==> src/core/sleep_ctrl_pkg.sv <==
// Shared constants and types for the sleep mode clock gating block.
// Assumes one 200 MHz reference clock and a synchronous active-high reset.
`default_nettype none
package sleep_ctrl_pkg;
	// ----------------------------------------
	// Sleep mode select encodings
	// ----------------------------------------
	localparam logic [2:0] MODE_IDLE       = 3'h0;
	localparam logic [2:0] MODE_NOISE_RED  = 3'h1;
	localparam logic [2:0] MODE_POWER_DOWN = 3'h2;
	localparam logic [2:0] MODE_POWER_SAVE = 3'h3;
	localparam logic [2:0] MODE_STANDBY    = 3'h6;

	// ----------------------------------------
	// Timing counts
	// ----------------------------------------
	localparam int CLK_PERIOD_NS     = 5;
	localparam int WAKE_HALT_CYCLES  = 4;   // Halt after an interrupt wake-up
	localparam int STANDBY_CYCLES    = 6;   // Resume time from standby
	localparam int STARTUP_DEFAULT   = 6;   // Default oscillator start-up, in cycles
	localparam logic [15:0] STARTUP_RST = 16'h0000;

	// ----------------------------------------
	// Carrier types
	// ----------------------------------------
	// Clock enables handed to the clock tree, one per domain
	typedef struct packed {
		logic core;
		logic prog_mem;
		logic periph;
		logic conv;
		logic async_tmr;
		logic main_osc;
		logic timer_osc;
	} clk_en_t;

	// Wake-up sources, already qualified by their own enables
	typedef struct packed {
		logic any_irq;        // Any enabled interrupt
		logic conv_done;
		logic ext_reset;
		logic wdt_reset;
		logic bod_reset;
		logic twi_match;
		logic timer2_irq;     // Overflow or compare, mask already applied
		logic spm_ee_ready;
		logic ext_level;      // Level interrupt on ext_irq_0 or ext_irq_1
	} wake_src_t;

	typedef enum logic [2:0] {
		ST_RUN    = 3'h0,
		ST_SLEEP  = 3'h1,
		ST_START  = 3'h2,
		ST_HALT   = 3'h3
	} sleep_state_t;
endpackage
`default_nettype wire

==> src/core/sleep_mode_decode.sv <==
// Decodes the sleep mode select field into clock enables and allowed wake sources.
// Assumes the caller only uses the outputs on the cycle the sleep instruction executes.
`default_nettype none
module sleep_mode_decode
	import sleep_ctrl_pkg::*;
(
	input  wire logic [2:0] i_mode,          // Sleep mode select
	input  wire logic       i_xtal_clk,      // Crystal clock option selected
	input  wire logic       i_t2_async,      // timer2_async_select
	input  wire logic       i_comp_disable,  // comparator_disable
	output logic            o_legal,         // Mode may be entered
	output clk_en_t         o_en,            // Clock enables while asleep
	output logic [8:0]      o_wake_allow     // Allowed sources, wake_src_t order
);
	// ----------------------------------------
	// Mode table
	// ----------------------------------------
	// Combinational so the table has one home; the caller registers its outputs
	always_comb begin
		o_legal = 1'b1;
		o_en = '0;
		o_wake_allow = 9'h000;
		case (i_mode)
			MODE_IDLE: begin
				o_en = '{core: 1'b0, prog_mem: 1'b0, periph: 1'b1, conv: 1'b1,
					async_tmr: 1'b1, main_osc: 1'b1, timer_osc: i_t2_async};
				o_wake_allow = 9'h1ff;
			end
			MODE_NOISE_RED: begin
				o_en = '{core: 1'b0, prog_mem: 1'b0, periph: 1'b0, conv: 1'b1,
					async_tmr: 1'b1, main_osc: 1'b1, timer_osc: i_t2_async};
				o_wake_allow = 9'h0ff;
			end
			MODE_POWER_DOWN: begin
				o_en = '0;
				o_wake_allow = 9'h079;
			end
			MODE_POWER_SAVE: begin
				o_en = '0;
				o_en.async_tmr = i_t2_async;
				o_en.timer_osc = i_t2_async;
				// Without async clocking the timer is frozen; its state is not trusted
				o_wake_allow = {1'b0, 1'b0, 1'b1, 1'b1, 1'b1, 1'b1, i_t2_async, 1'b0, 1'b1};
			end
			MODE_STANDBY: begin
				o_legal = i_xtal_clk;
				o_en = '0;
				o_en.main_osc = 1'b1;
				o_wake_allow = {1'b0, 1'b0, 1'b1, 1'b1, 1'b1, 1'b1, 1'b0, 1'b0, 1'b1};
			end
			default: begin
				o_legal = 1'b0;
			end
		endcase
		// Comparator power gate does not alter the mode table
		if (i_comp_disable) begin
			o_wake_allow = o_wake_allow;
		end
	end
endmodule
`default_nettype wire

==> src/core/wake_delay_counter.sv <==
// Down counter that times the start-up and halt phases of a wake-up.
// Assumes a load pulse starts it; it reports done for one cycle when it reaches one.
`default_nettype none
module wake_delay_counter #(
	parameter int WIDTH = 16                // Counter width
) (
	input  wire logic             i_ref_clk, // Reference clock
	input  wire logic             i_rst,     // Synchronous reset
	input  wire logic             i_load,    // Load pulse
	input  wire logic [WIDTH-1:0] i_count,   // Cycles to count, at least one
	output logic                  o_done     // One-cycle pulse at the last cycle
);
	logic [WIDTH-1:0] remain;
	logic             busy;

	// ----------------------------------------
	// Count
	// ----------------------------------------
	// Zero load is treated as one so the phase never stalls
	always_ff @(posedge i_ref_clk) begin
		if (i_rst) begin
			remain <= '0;
			busy <= 1'b0;
		end else if (i_load) begin
			remain <= (i_count == '0) ? WIDTH'(1) : i_count;
			busy <= 1'b1;
		end else if (busy) begin
			remain <= remain - WIDTH'(1);
			if (remain == WIDTH'(1)) begin
				busy <= 1'b0;
			end
		end
	end

	assign o_done = busy && (remain == WIDTH'(1));
endmodule
`default_nettype wire

==> src/core/sleep_mode_clock_gating.sv <==
// Sleep controller: enters the selected sleep mode on the sleep instruction,
// gates the clock domains, watches wake-up sources and times the resume.
// Assumes wake sources arrive from asynchronous logic and are synchronised here;
// the core pulses i_sleep_exec for one cycle when it executes the instruction.
//
// What this block does
// - Decode select field into five sleep modes
// - Standby only with crystal clock option
// - Idle stops core and program clocks, and timer osc if not async
// - Idle wakes on any enabled interrupt
// - Auto conversion start on idle, noise entry
// - Noise mode also stops peripheral clock
// - Noise mode wake only from listed sources
// - Power-down stops oscillator and all clocks
// - Power-down wakes on resets, match, level
// - Power-down exit waits fuse start-up delay
// - Power-save keeps async timer two running
// - Non-async power-save leaves timer undefined
// - Standby keeps oscillator, resumes in six
// - Comparator disable powers comparator down
// - Interrupt wake halts four plus start-up
`default_nettype none
module sleep_mode_clock_gating
	import sleep_ctrl_pkg::*;
#(
	parameter int CNT_WIDTH = 16            // Delay counter width
) (
	input  wire logic                 i_ref_clk,        // 200 MHz reference clock
	input  wire logic                 i_rst,            // Synchronous reset, active high
	input  wire logic                 i_sleep_exec,     // Sleep instruction pulse
	input  wire logic                 i_sleep_arm,      // sleep_arm bit
	input  wire logic [2:0]           i_sleep_mode_sel, // sleep_mode_select field
	input  wire logic                 i_xtal_clk,       // Crystal clock option
	input  wire logic [CNT_WIDTH-1:0] i_startup_cycles, // Fuse-selected start-up
	input  wire logic                 i_t2_async,       // timer2_async_select
	input  wire logic                 i_comp_disable,   // comparator_disable
	input  wire logic                 i_conv_enable,    // Converter enabled
	input  wire wake_src_t            i_wake,           // Wake sources, async
	output clk_en_t                   o_clk_en,         // Clock domain enables
	output logic                      o_comp_power,     // Comparator powered
	output logic                      o_conv_start,     // Auto conversion start
	output logic                      o_asleep,         // In a sleep mode
	output logic                      o_core_halt,      // Core held halted
	output logic                      o_irq_resume,     // Resume into handler
	output logic                      o_reset_wake      // Woke by a reset
);
	sleep_state_t state;
	sleep_state_t next_state;
	wake_src_t    wake_meta;
	wake_src_t    wake_sync;
	logic         legal;
	clk_en_t      dec_en;
	logic [8:0]   dec_allow;
	logic [8:0]   allow;
	logic [2:0]   mode;
	logic         wake_hit;
	logic         reset_hit;
	logic         start_load;
	logic         halt_load;
	logic         start_done;
	logic         halt_done;
	logic [CNT_WIDTH-1:0] start_count;
	logic         enter;

	// ----------------------------------------
	// Input synchronisers
	// ----------------------------------------
	// Two stages; only the second is read by logic. A short level pulse may be
	// missed here, which is why the source must hold it
	always_ff @(posedge i_ref_clk) begin
		if (i_rst) begin
			wake_meta <= '0;
			wake_sync <= '0;
		end else begin
			wake_meta <= i_wake;
			wake_sync <= wake_meta;
		end
	end

	// ----------------------------------------
	// Mode decode
	// ----------------------------------------
	sleep_mode_decode u_decode (
		.i_mode         (i_sleep_mode_sel),
		.i_xtal_clk     (i_xtal_clk),
		.i_t2_async     (i_t2_async),
		.i_comp_disable (i_comp_disable),
		.o_legal        (legal),
		.o_en           (dec_en),
		.o_wake_allow   (dec_allow)
	);

	// Sleep only when armed and the code is legal
	assign enter = i_sleep_exec && i_sleep_arm && legal && (state == ST_RUN);

	// Wake and reset qualification against the latched mode
	assign wake_hit  = |(allow & wake_sync);
	assign reset_hit = wake_sync.ext_reset || wake_sync.wdt_reset || wake_sync.bod_reset;

	// ----------------------------------------
	// Latched sleep context
	// ----------------------------------------
	// Mode is frozen at entry so software writes during sleep cannot move it
	always_ff @(posedge i_ref_clk) begin
		if (i_rst) begin
			mode <= MODE_IDLE;
			allow <= 9'h000;
		end else if (enter) begin
			mode <= i_sleep_mode_sel;
			allow <= dec_allow;
		end
	end

	// ----------------------------------------
	// Start-up delay selection
	// ----------------------------------------
	// Standby keeps the oscillator, so a fixed short resume applies
	// stopped-oscillator modes wait the fuse delay others take one cycle
	always_comb begin
		start_count = CNT_WIDTH'(1);
		case (mode)
			MODE_STANDBY: start_count = CNT_WIDTH'(STANDBY_CYCLES);
			MODE_POWER_DOWN,
			MODE_POWER_SAVE: start_count = i_startup_cycles;
			default: start_count = CNT_WIDTH'(1);
		endcase
	end

	assign start_load = (state == ST_SLEEP) && wake_hit;
	assign halt_load  = (state == ST_START) && start_done && !o_reset_wake;

	wake_delay_counter #(
		.WIDTH (CNT_WIDTH)
	) u_start (
		.i_ref_clk (i_ref_clk),
		.i_rst     (i_rst),
		.i_load    (start_load),
		.i_count   (start_count),
		.o_done    (start_done)
	);

	wake_delay_counter #(
		.WIDTH (CNT_WIDTH)
	) u_halt (
		.i_ref_clk (i_ref_clk),
		.i_rst     (i_rst),
		.i_load    (halt_load),
		.i_count   (CNT_WIDTH'(WAKE_HALT_CYCLES)),
		.o_done    (halt_done)
	);

	// ----------------------------------------
	// Sequencer
	// ----------------------------------------
	always_comb begin
		next_state = state;
		case (state)
			ST_RUN:   if (enter) next_state = ST_SLEEP;
			ST_SLEEP: if (wake_hit) next_state = ST_START;
			ST_START: begin
				if (start_done) begin
					next_state = o_reset_wake ? ST_RUN : ST_HALT;
				end
			end
			ST_HALT:  if (halt_done) next_state = ST_RUN;
			default:  next_state = ST_RUN;
		endcase
	end

	always_ff @(posedge i_ref_clk) begin
		if (i_rst) begin
			state <= ST_RUN;
		end else begin
			state <= next_state;
		end
	end

	// Remember a reset wake so the core restarts from its reset vector
	always_ff @(posedge i_ref_clk) begin
		if (i_rst) begin
			o_reset_wake <= 1'b0;
		end else if (start_load) begin
			o_reset_wake <= reset_hit;
		end else if (state == ST_RUN) begin
			o_reset_wake <= 1'b0;
		end
	end

	// ----------------------------------------
	// Clock gating outputs
	// ----------------------------------------
	// Enables held in flops so the clock tree sees glitch-free levels
	always_ff @(posedge i_ref_clk) begin
		if (i_rst) begin
			o_clk_en <= '1;
		end else if (enter) begin
			o_clk_en <= dec_en;
		end else if (start_load) begin
			o_clk_en <= '{core: 1'b0, prog_mem: 1'b0, periph: 1'b1, conv: 1'b1,
				async_tmr: 1'b1, main_osc: 1'b1, timer_osc: i_t2_async};
		end else if (next_state == ST_RUN && state != ST_RUN) begin
			o_clk_en <= '1;
		end
	end

	// Comparator is off on request, and always off in the deep modes
	always_ff @(posedge i_ref_clk) begin
		if (i_rst) begin
			o_comp_power <= 1'b1;
		end else if (enter) begin
			o_comp_power <= !i_comp_disable && dec_en.periph;
		end else if (state == ST_RUN) begin
			o_comp_power <= !i_comp_disable;
		end
	end

	// One-cycle conversion start on entry to idle or noise reduction
	always_ff @(posedge i_ref_clk) begin
		if (i_rst) begin
			o_conv_start <= 1'b0;
		end else begin
			o_conv_start <= enter && i_conv_enable &&
				(i_sleep_mode_sel == MODE_IDLE || i_sleep_mode_sel == MODE_NOISE_RED);
		end
	end

	// Status levels and the one-cycle resume pulse
	always_ff @(posedge i_ref_clk) begin
		if (i_rst) begin
			o_asleep <= 1'b0;
			o_core_halt <= 1'b0;
			o_irq_resume <= 1'b0;
		end else begin
			o_asleep <= (next_state == ST_SLEEP);
			o_core_halt <= (next_state != ST_RUN);
			o_irq_resume <= (state == ST_HALT) && halt_done;
		end
	end
endmodule
`default_nettype wire

==> config.mk <==
export PLATFORM = sky130hd
export DESIGN_NAME = sleep_mode_clock_gating
export DESIGN_NICKNAME = d
export VERILOG_FILES = /design/src/core/sleep_ctrl_pkg.sv /design/src/core/sleep_mode_decode.sv /design/src/core/wake_delay_counter.sv /design/src/core/sleep_mode_clock_gating.sv
export SDC_FILE = /design/constraint.sdc
export NUM_CORES = 1
export LEC_CHECK = 0
export BUFFER_PORTS_ARGS = -buffer_cell sky130_fd_sc_hd__buf_2
export CAP_MARGIN = 15
export CORE_MARGIN = 3
export CORE_UTILIZATION = 35
export DETAILED_ROUTE_END_ITERATION = 8
export PLACE_DENSITY = 0.57
export REMOVE_ABC_BUFFERS = 1
export SLEW_MARGIN = 10
export SYNTH_ARGS = -nofsm -noshare
export SYNTH_HDL_FRONTEND = slang
export SYNTH_HIERARCHICAL = 1
export SYNTH_SLANG_ARGS = --single-unit
==> constraint.sdc <==
create_clock -name i_ref_clk -period 2.9 [get_ports i_ref_clk]
set_input_delay 0.29 -clock i_ref_clk [delete_from_list [all_inputs] [get_ports i_ref_clk]]
set_output_delay 0.29 -clock i_ref_clk [all_outputs]
set_load 0.05 [all_outputs]
==> key figures <==
Clock network
  • Clock Sinks: 80
  • Clock transition at path regs: approximately 0.090 ns
  • H-tree depth: 3
  • Clock buffer depth: 2
  • CTS tree: yes
  • Hold buffers post-CTS: 0
  • Clock Latency Late Sink: roughly 0.36 ns
  • Root Buffer: clkbuf_8
  • Inserted Clock Buffers: 9

Timing
  • Final Hold Vio Count: 0
  • Slew margin rel.: a little under half
  • RSZ-0062 raised after global routing: false
  • Tcrit/Tclk final: a little over nine tenths
  • Fmax: roughly 0.36 GHz
  • Final setup violating endpoints: 0
  • Clock Skews: ~0.013 ns
  • Worst-margin pin slew: 0.786 ns
  • Fin. max-slew vios: 0
  • Total negative slack: 0 ns
  • Post-layout min period: between 2 and 3 ns

Floorplan
  • Boundary pin count: 49
  • Die Span Y: around 110 um
  • Width of the die: 111 um
  • Initial Util: approximately 37%
  • Full die area: ~12000 um^2
  • Rows: 37
  • CORE AREA: 10600 um^2

Synthesis
  • Primary FF master, synth: dfxtp_1
  • Post-Syn Area: 3880 um^2
  • Async SR Flop Fraction: 0%
  • Yosys cell types: 60
  • Largest area contributor in the netlist: dfxtp_1
  • Synth warn: 6
  • Number of enable flip-flop cells after synthesis: 0
  • Flops & latches, synth: 80
  • Syn avg cell area: around 8.4 um^2
  • Register area share after synthesis: 41.2%
  • Top cell type's share of synthesized area: between 40 and 50%
  • Synthesized instance count: roughly 460
  • Synth area leaders: dfxtp_1 (41%), nor2_1 (4.6%), nand2_1 (4.4%)

Global routing
  • Tot GR Track Use: 14.3%
  • Pin count of the biggest net entering global routing: 35
  • GRT overflow: 0
  • First-pass GRT wire length: roughly 15000 um
  • Vias in the first global route: 3212
  • Antenna violations before repair: 0

Power
  • Worst VDD drop: around 0.19 mV
  • Final Power: 2.21 mW
  • Leak: approximately 1.8 nW
  • Pwr/cell area: between 400 and 500 nW/um^2

Finish
  • Most frequent cells in the layout: dfxtp_1 (80), buf_2 (48), nor2_1 (47)
  • Commonest non-fill, non-tap cell in the layout: dfxtp_1
  • Non-Filler Instances: 672
  • Final core utilization: 43.4%
  • Fin area: between 4000 and 5000 um^2
  • Ant. Diodes: 0
  • Layout cells sized above 1: 17.9%
  • P&R area growth vs syn: 18.0%
  • Fin nets: between 500 and 600

Routing
  • Vias per cell: approximately 5.0
  • Routed Antenna Nets: 0
  • Detailed Routing Iterations Pass 1: 4
  • DR iter-0 viols: 141
  • Final wirelength: 8740 um
  • Routed wire per std cell: ~13 um
  • DRC Markers: 0
  • Vias: approximately 3300

Worst setup path
  • Worst EP required: between 3 and 4 ns
  • Critical path type: register to register
  • Worst r2r src: u_start/remain[2]
  • Worst R2R Setup Slack: around 0.15 ns
  • R2R depth: 9
  • Critical path capture point type: register
  • Worst setup startpoint: u_start/remain[2]
  • Crit path max fanout: 11
  • Worst setup path endpoint: u_halt/remain[14]
  • Worst R2R End: u_halt/remain[14]
  • Data arrival time of the worst path: around 3.0 ns
  • Crit start category: register

Place
  • Placed cells: 651
  • Port Buffer Count: 48
  • Gpl congestion: 0.800
  • Dpl cell area: 4300 um^2
  • Post-DP HPWL: just over 6000 um

Worst hold path
  • Worst Hold Class: input port to register

Run
  • Max Cap Viol: 0

Run status
  • Status: finished, final reports clean
state kept, by name, summed over array words and instances (netlist names):
register        flops
u_start/remain     16
o_comp_power        1
o_asleep            1
wake_sync           9
u_start/busy        1
allow               9
o_core_halt         1
u_halt/busy         1
o_irq_resume        1
wake_meta           9
o_conv_start        1
state               3
o_reset_wake        1
mode                3
u_halt/remain      16
o_clk_en            7
worst max-delay path, stage by stage, from the launching register on:
cell and delay [ns]:
dfxtp_1 0.37, or4_4 0.60, or4_1 0.60, nor2_2 0.13
nor4b_4 0.33, buf_4 0.20, clkinvlp_4 0.06, buf_4 0.17
nor2_1 0.10, a211oi_1 0.05
synth_stat cells, types with 3 or more instances:
cell,instances
dfxtp_1,80
nor2_1,48
nand2_1,46
a21oi_1,27
nor2b_1,22
a211oi_1,18
clkbuf_1,18
nor3_1,17
nor4_1,14
and2_1,13
inv_1,12
or3_1,10
a311oi_1,9
xnor2_1,9
xor2_1,9
buf_4,8
o21ai_0,7
or4_1,7
nand4_1,6
a31oi_1,5
buf_2,5
nand2b_1,5
nand3b_1,5
ha_1,4
nand3_1,4
a21boi_0,3
a22oi_1,3
a41oi_1,3
conb_1,3
o31ai_1,3
worst min path at each step:
stage	startpoint	end	slack, ns	cells after the start
detailed placement	wake_meta[8]	wake_sync[8]	0.42	1
CTS	i_wake[1]	wake_meta[1]	0.12	2
floorplan	i_rst	allow[0]	0.36	1
global route	i_wake[4]	wake_meta[4]	0.13	2
finish	i_wake[4]	wake_meta[4]	0.13	2
global placement	wake_meta[3]	wake_sync[3]	0.42	1
cell type report:
cell class / instances / area [um^2]
Timing Repair Buffer: 62 / 349
Clock inverter: 7 / 106
Multi-Input combinational cell: 363 / 2170
Clock buffer: 9 / 124
Inverter: 14 / 58.8
Timing Repair inverter: 1 / 7.51
Fill cell: 1088 / 5970
Tap cell: 136 / 170
Sequential cell: 80 / 1600
routing by layer:
metal	part of all wire (%)	track usage [%]	routed length (um)	vias up
met5	0	0	0	-
met1	47	18.8	4130	1546
met4	1.3	5.60	116	0
met3	3.1	2.72	275	10
li1	-	-	-	1726
met2	48	23.4	4210	48
cells by family (layout without fill, tap and decap cells):
| kind of cell | Yosys count | after routing | share of synthesized area [%] |
|---|---|---|---|
| xor gates and xnor gates | 18 | 18 | 4.06 |
| buffers and inverters | 49 | 93 | 6.12 |
| AOI/OAI and AO/OA | 92 | 92 | 16.3 |
| adders and majority gates | 4 | 4 | 1.29 |
| and+or+nand+nor | 215 | 215 | 30.7 |
| DFF | 80 | 80 | 41.2 |
| other | 3 | 34 | 0.290 |
where the power goes:
group / internal [mW] / leakage [nW] / switching (mW)
sequential: 1.12 / 0.650 / 0.0103
combinational: 0.0497 / 1.03 / 0.0820
clock: 0.502 / 0.117 / 0.448
metrics by stage:
| step | setup WS, ns | hold WS, ns |
|---|---|---|
| floorplan | 0.0195 | 0.359 |
| global placement | 0.221 | 0.419 |
| detailed placement | 0.105 | 0.423 |
| CTS | 0.0539 | 0.115 |
| global route | 0.0319 | 0.128 |
| finish | 0.151 | 0.134 |
repair_timing:
| item | CTS | global route |
|---|---|---|
| resized for setup | 0 | 5 |
| setup buffers | 0 | 4 |
| endpoints found under the setup margin | 0 | 13 |
(Power assumes the default switching activity.)
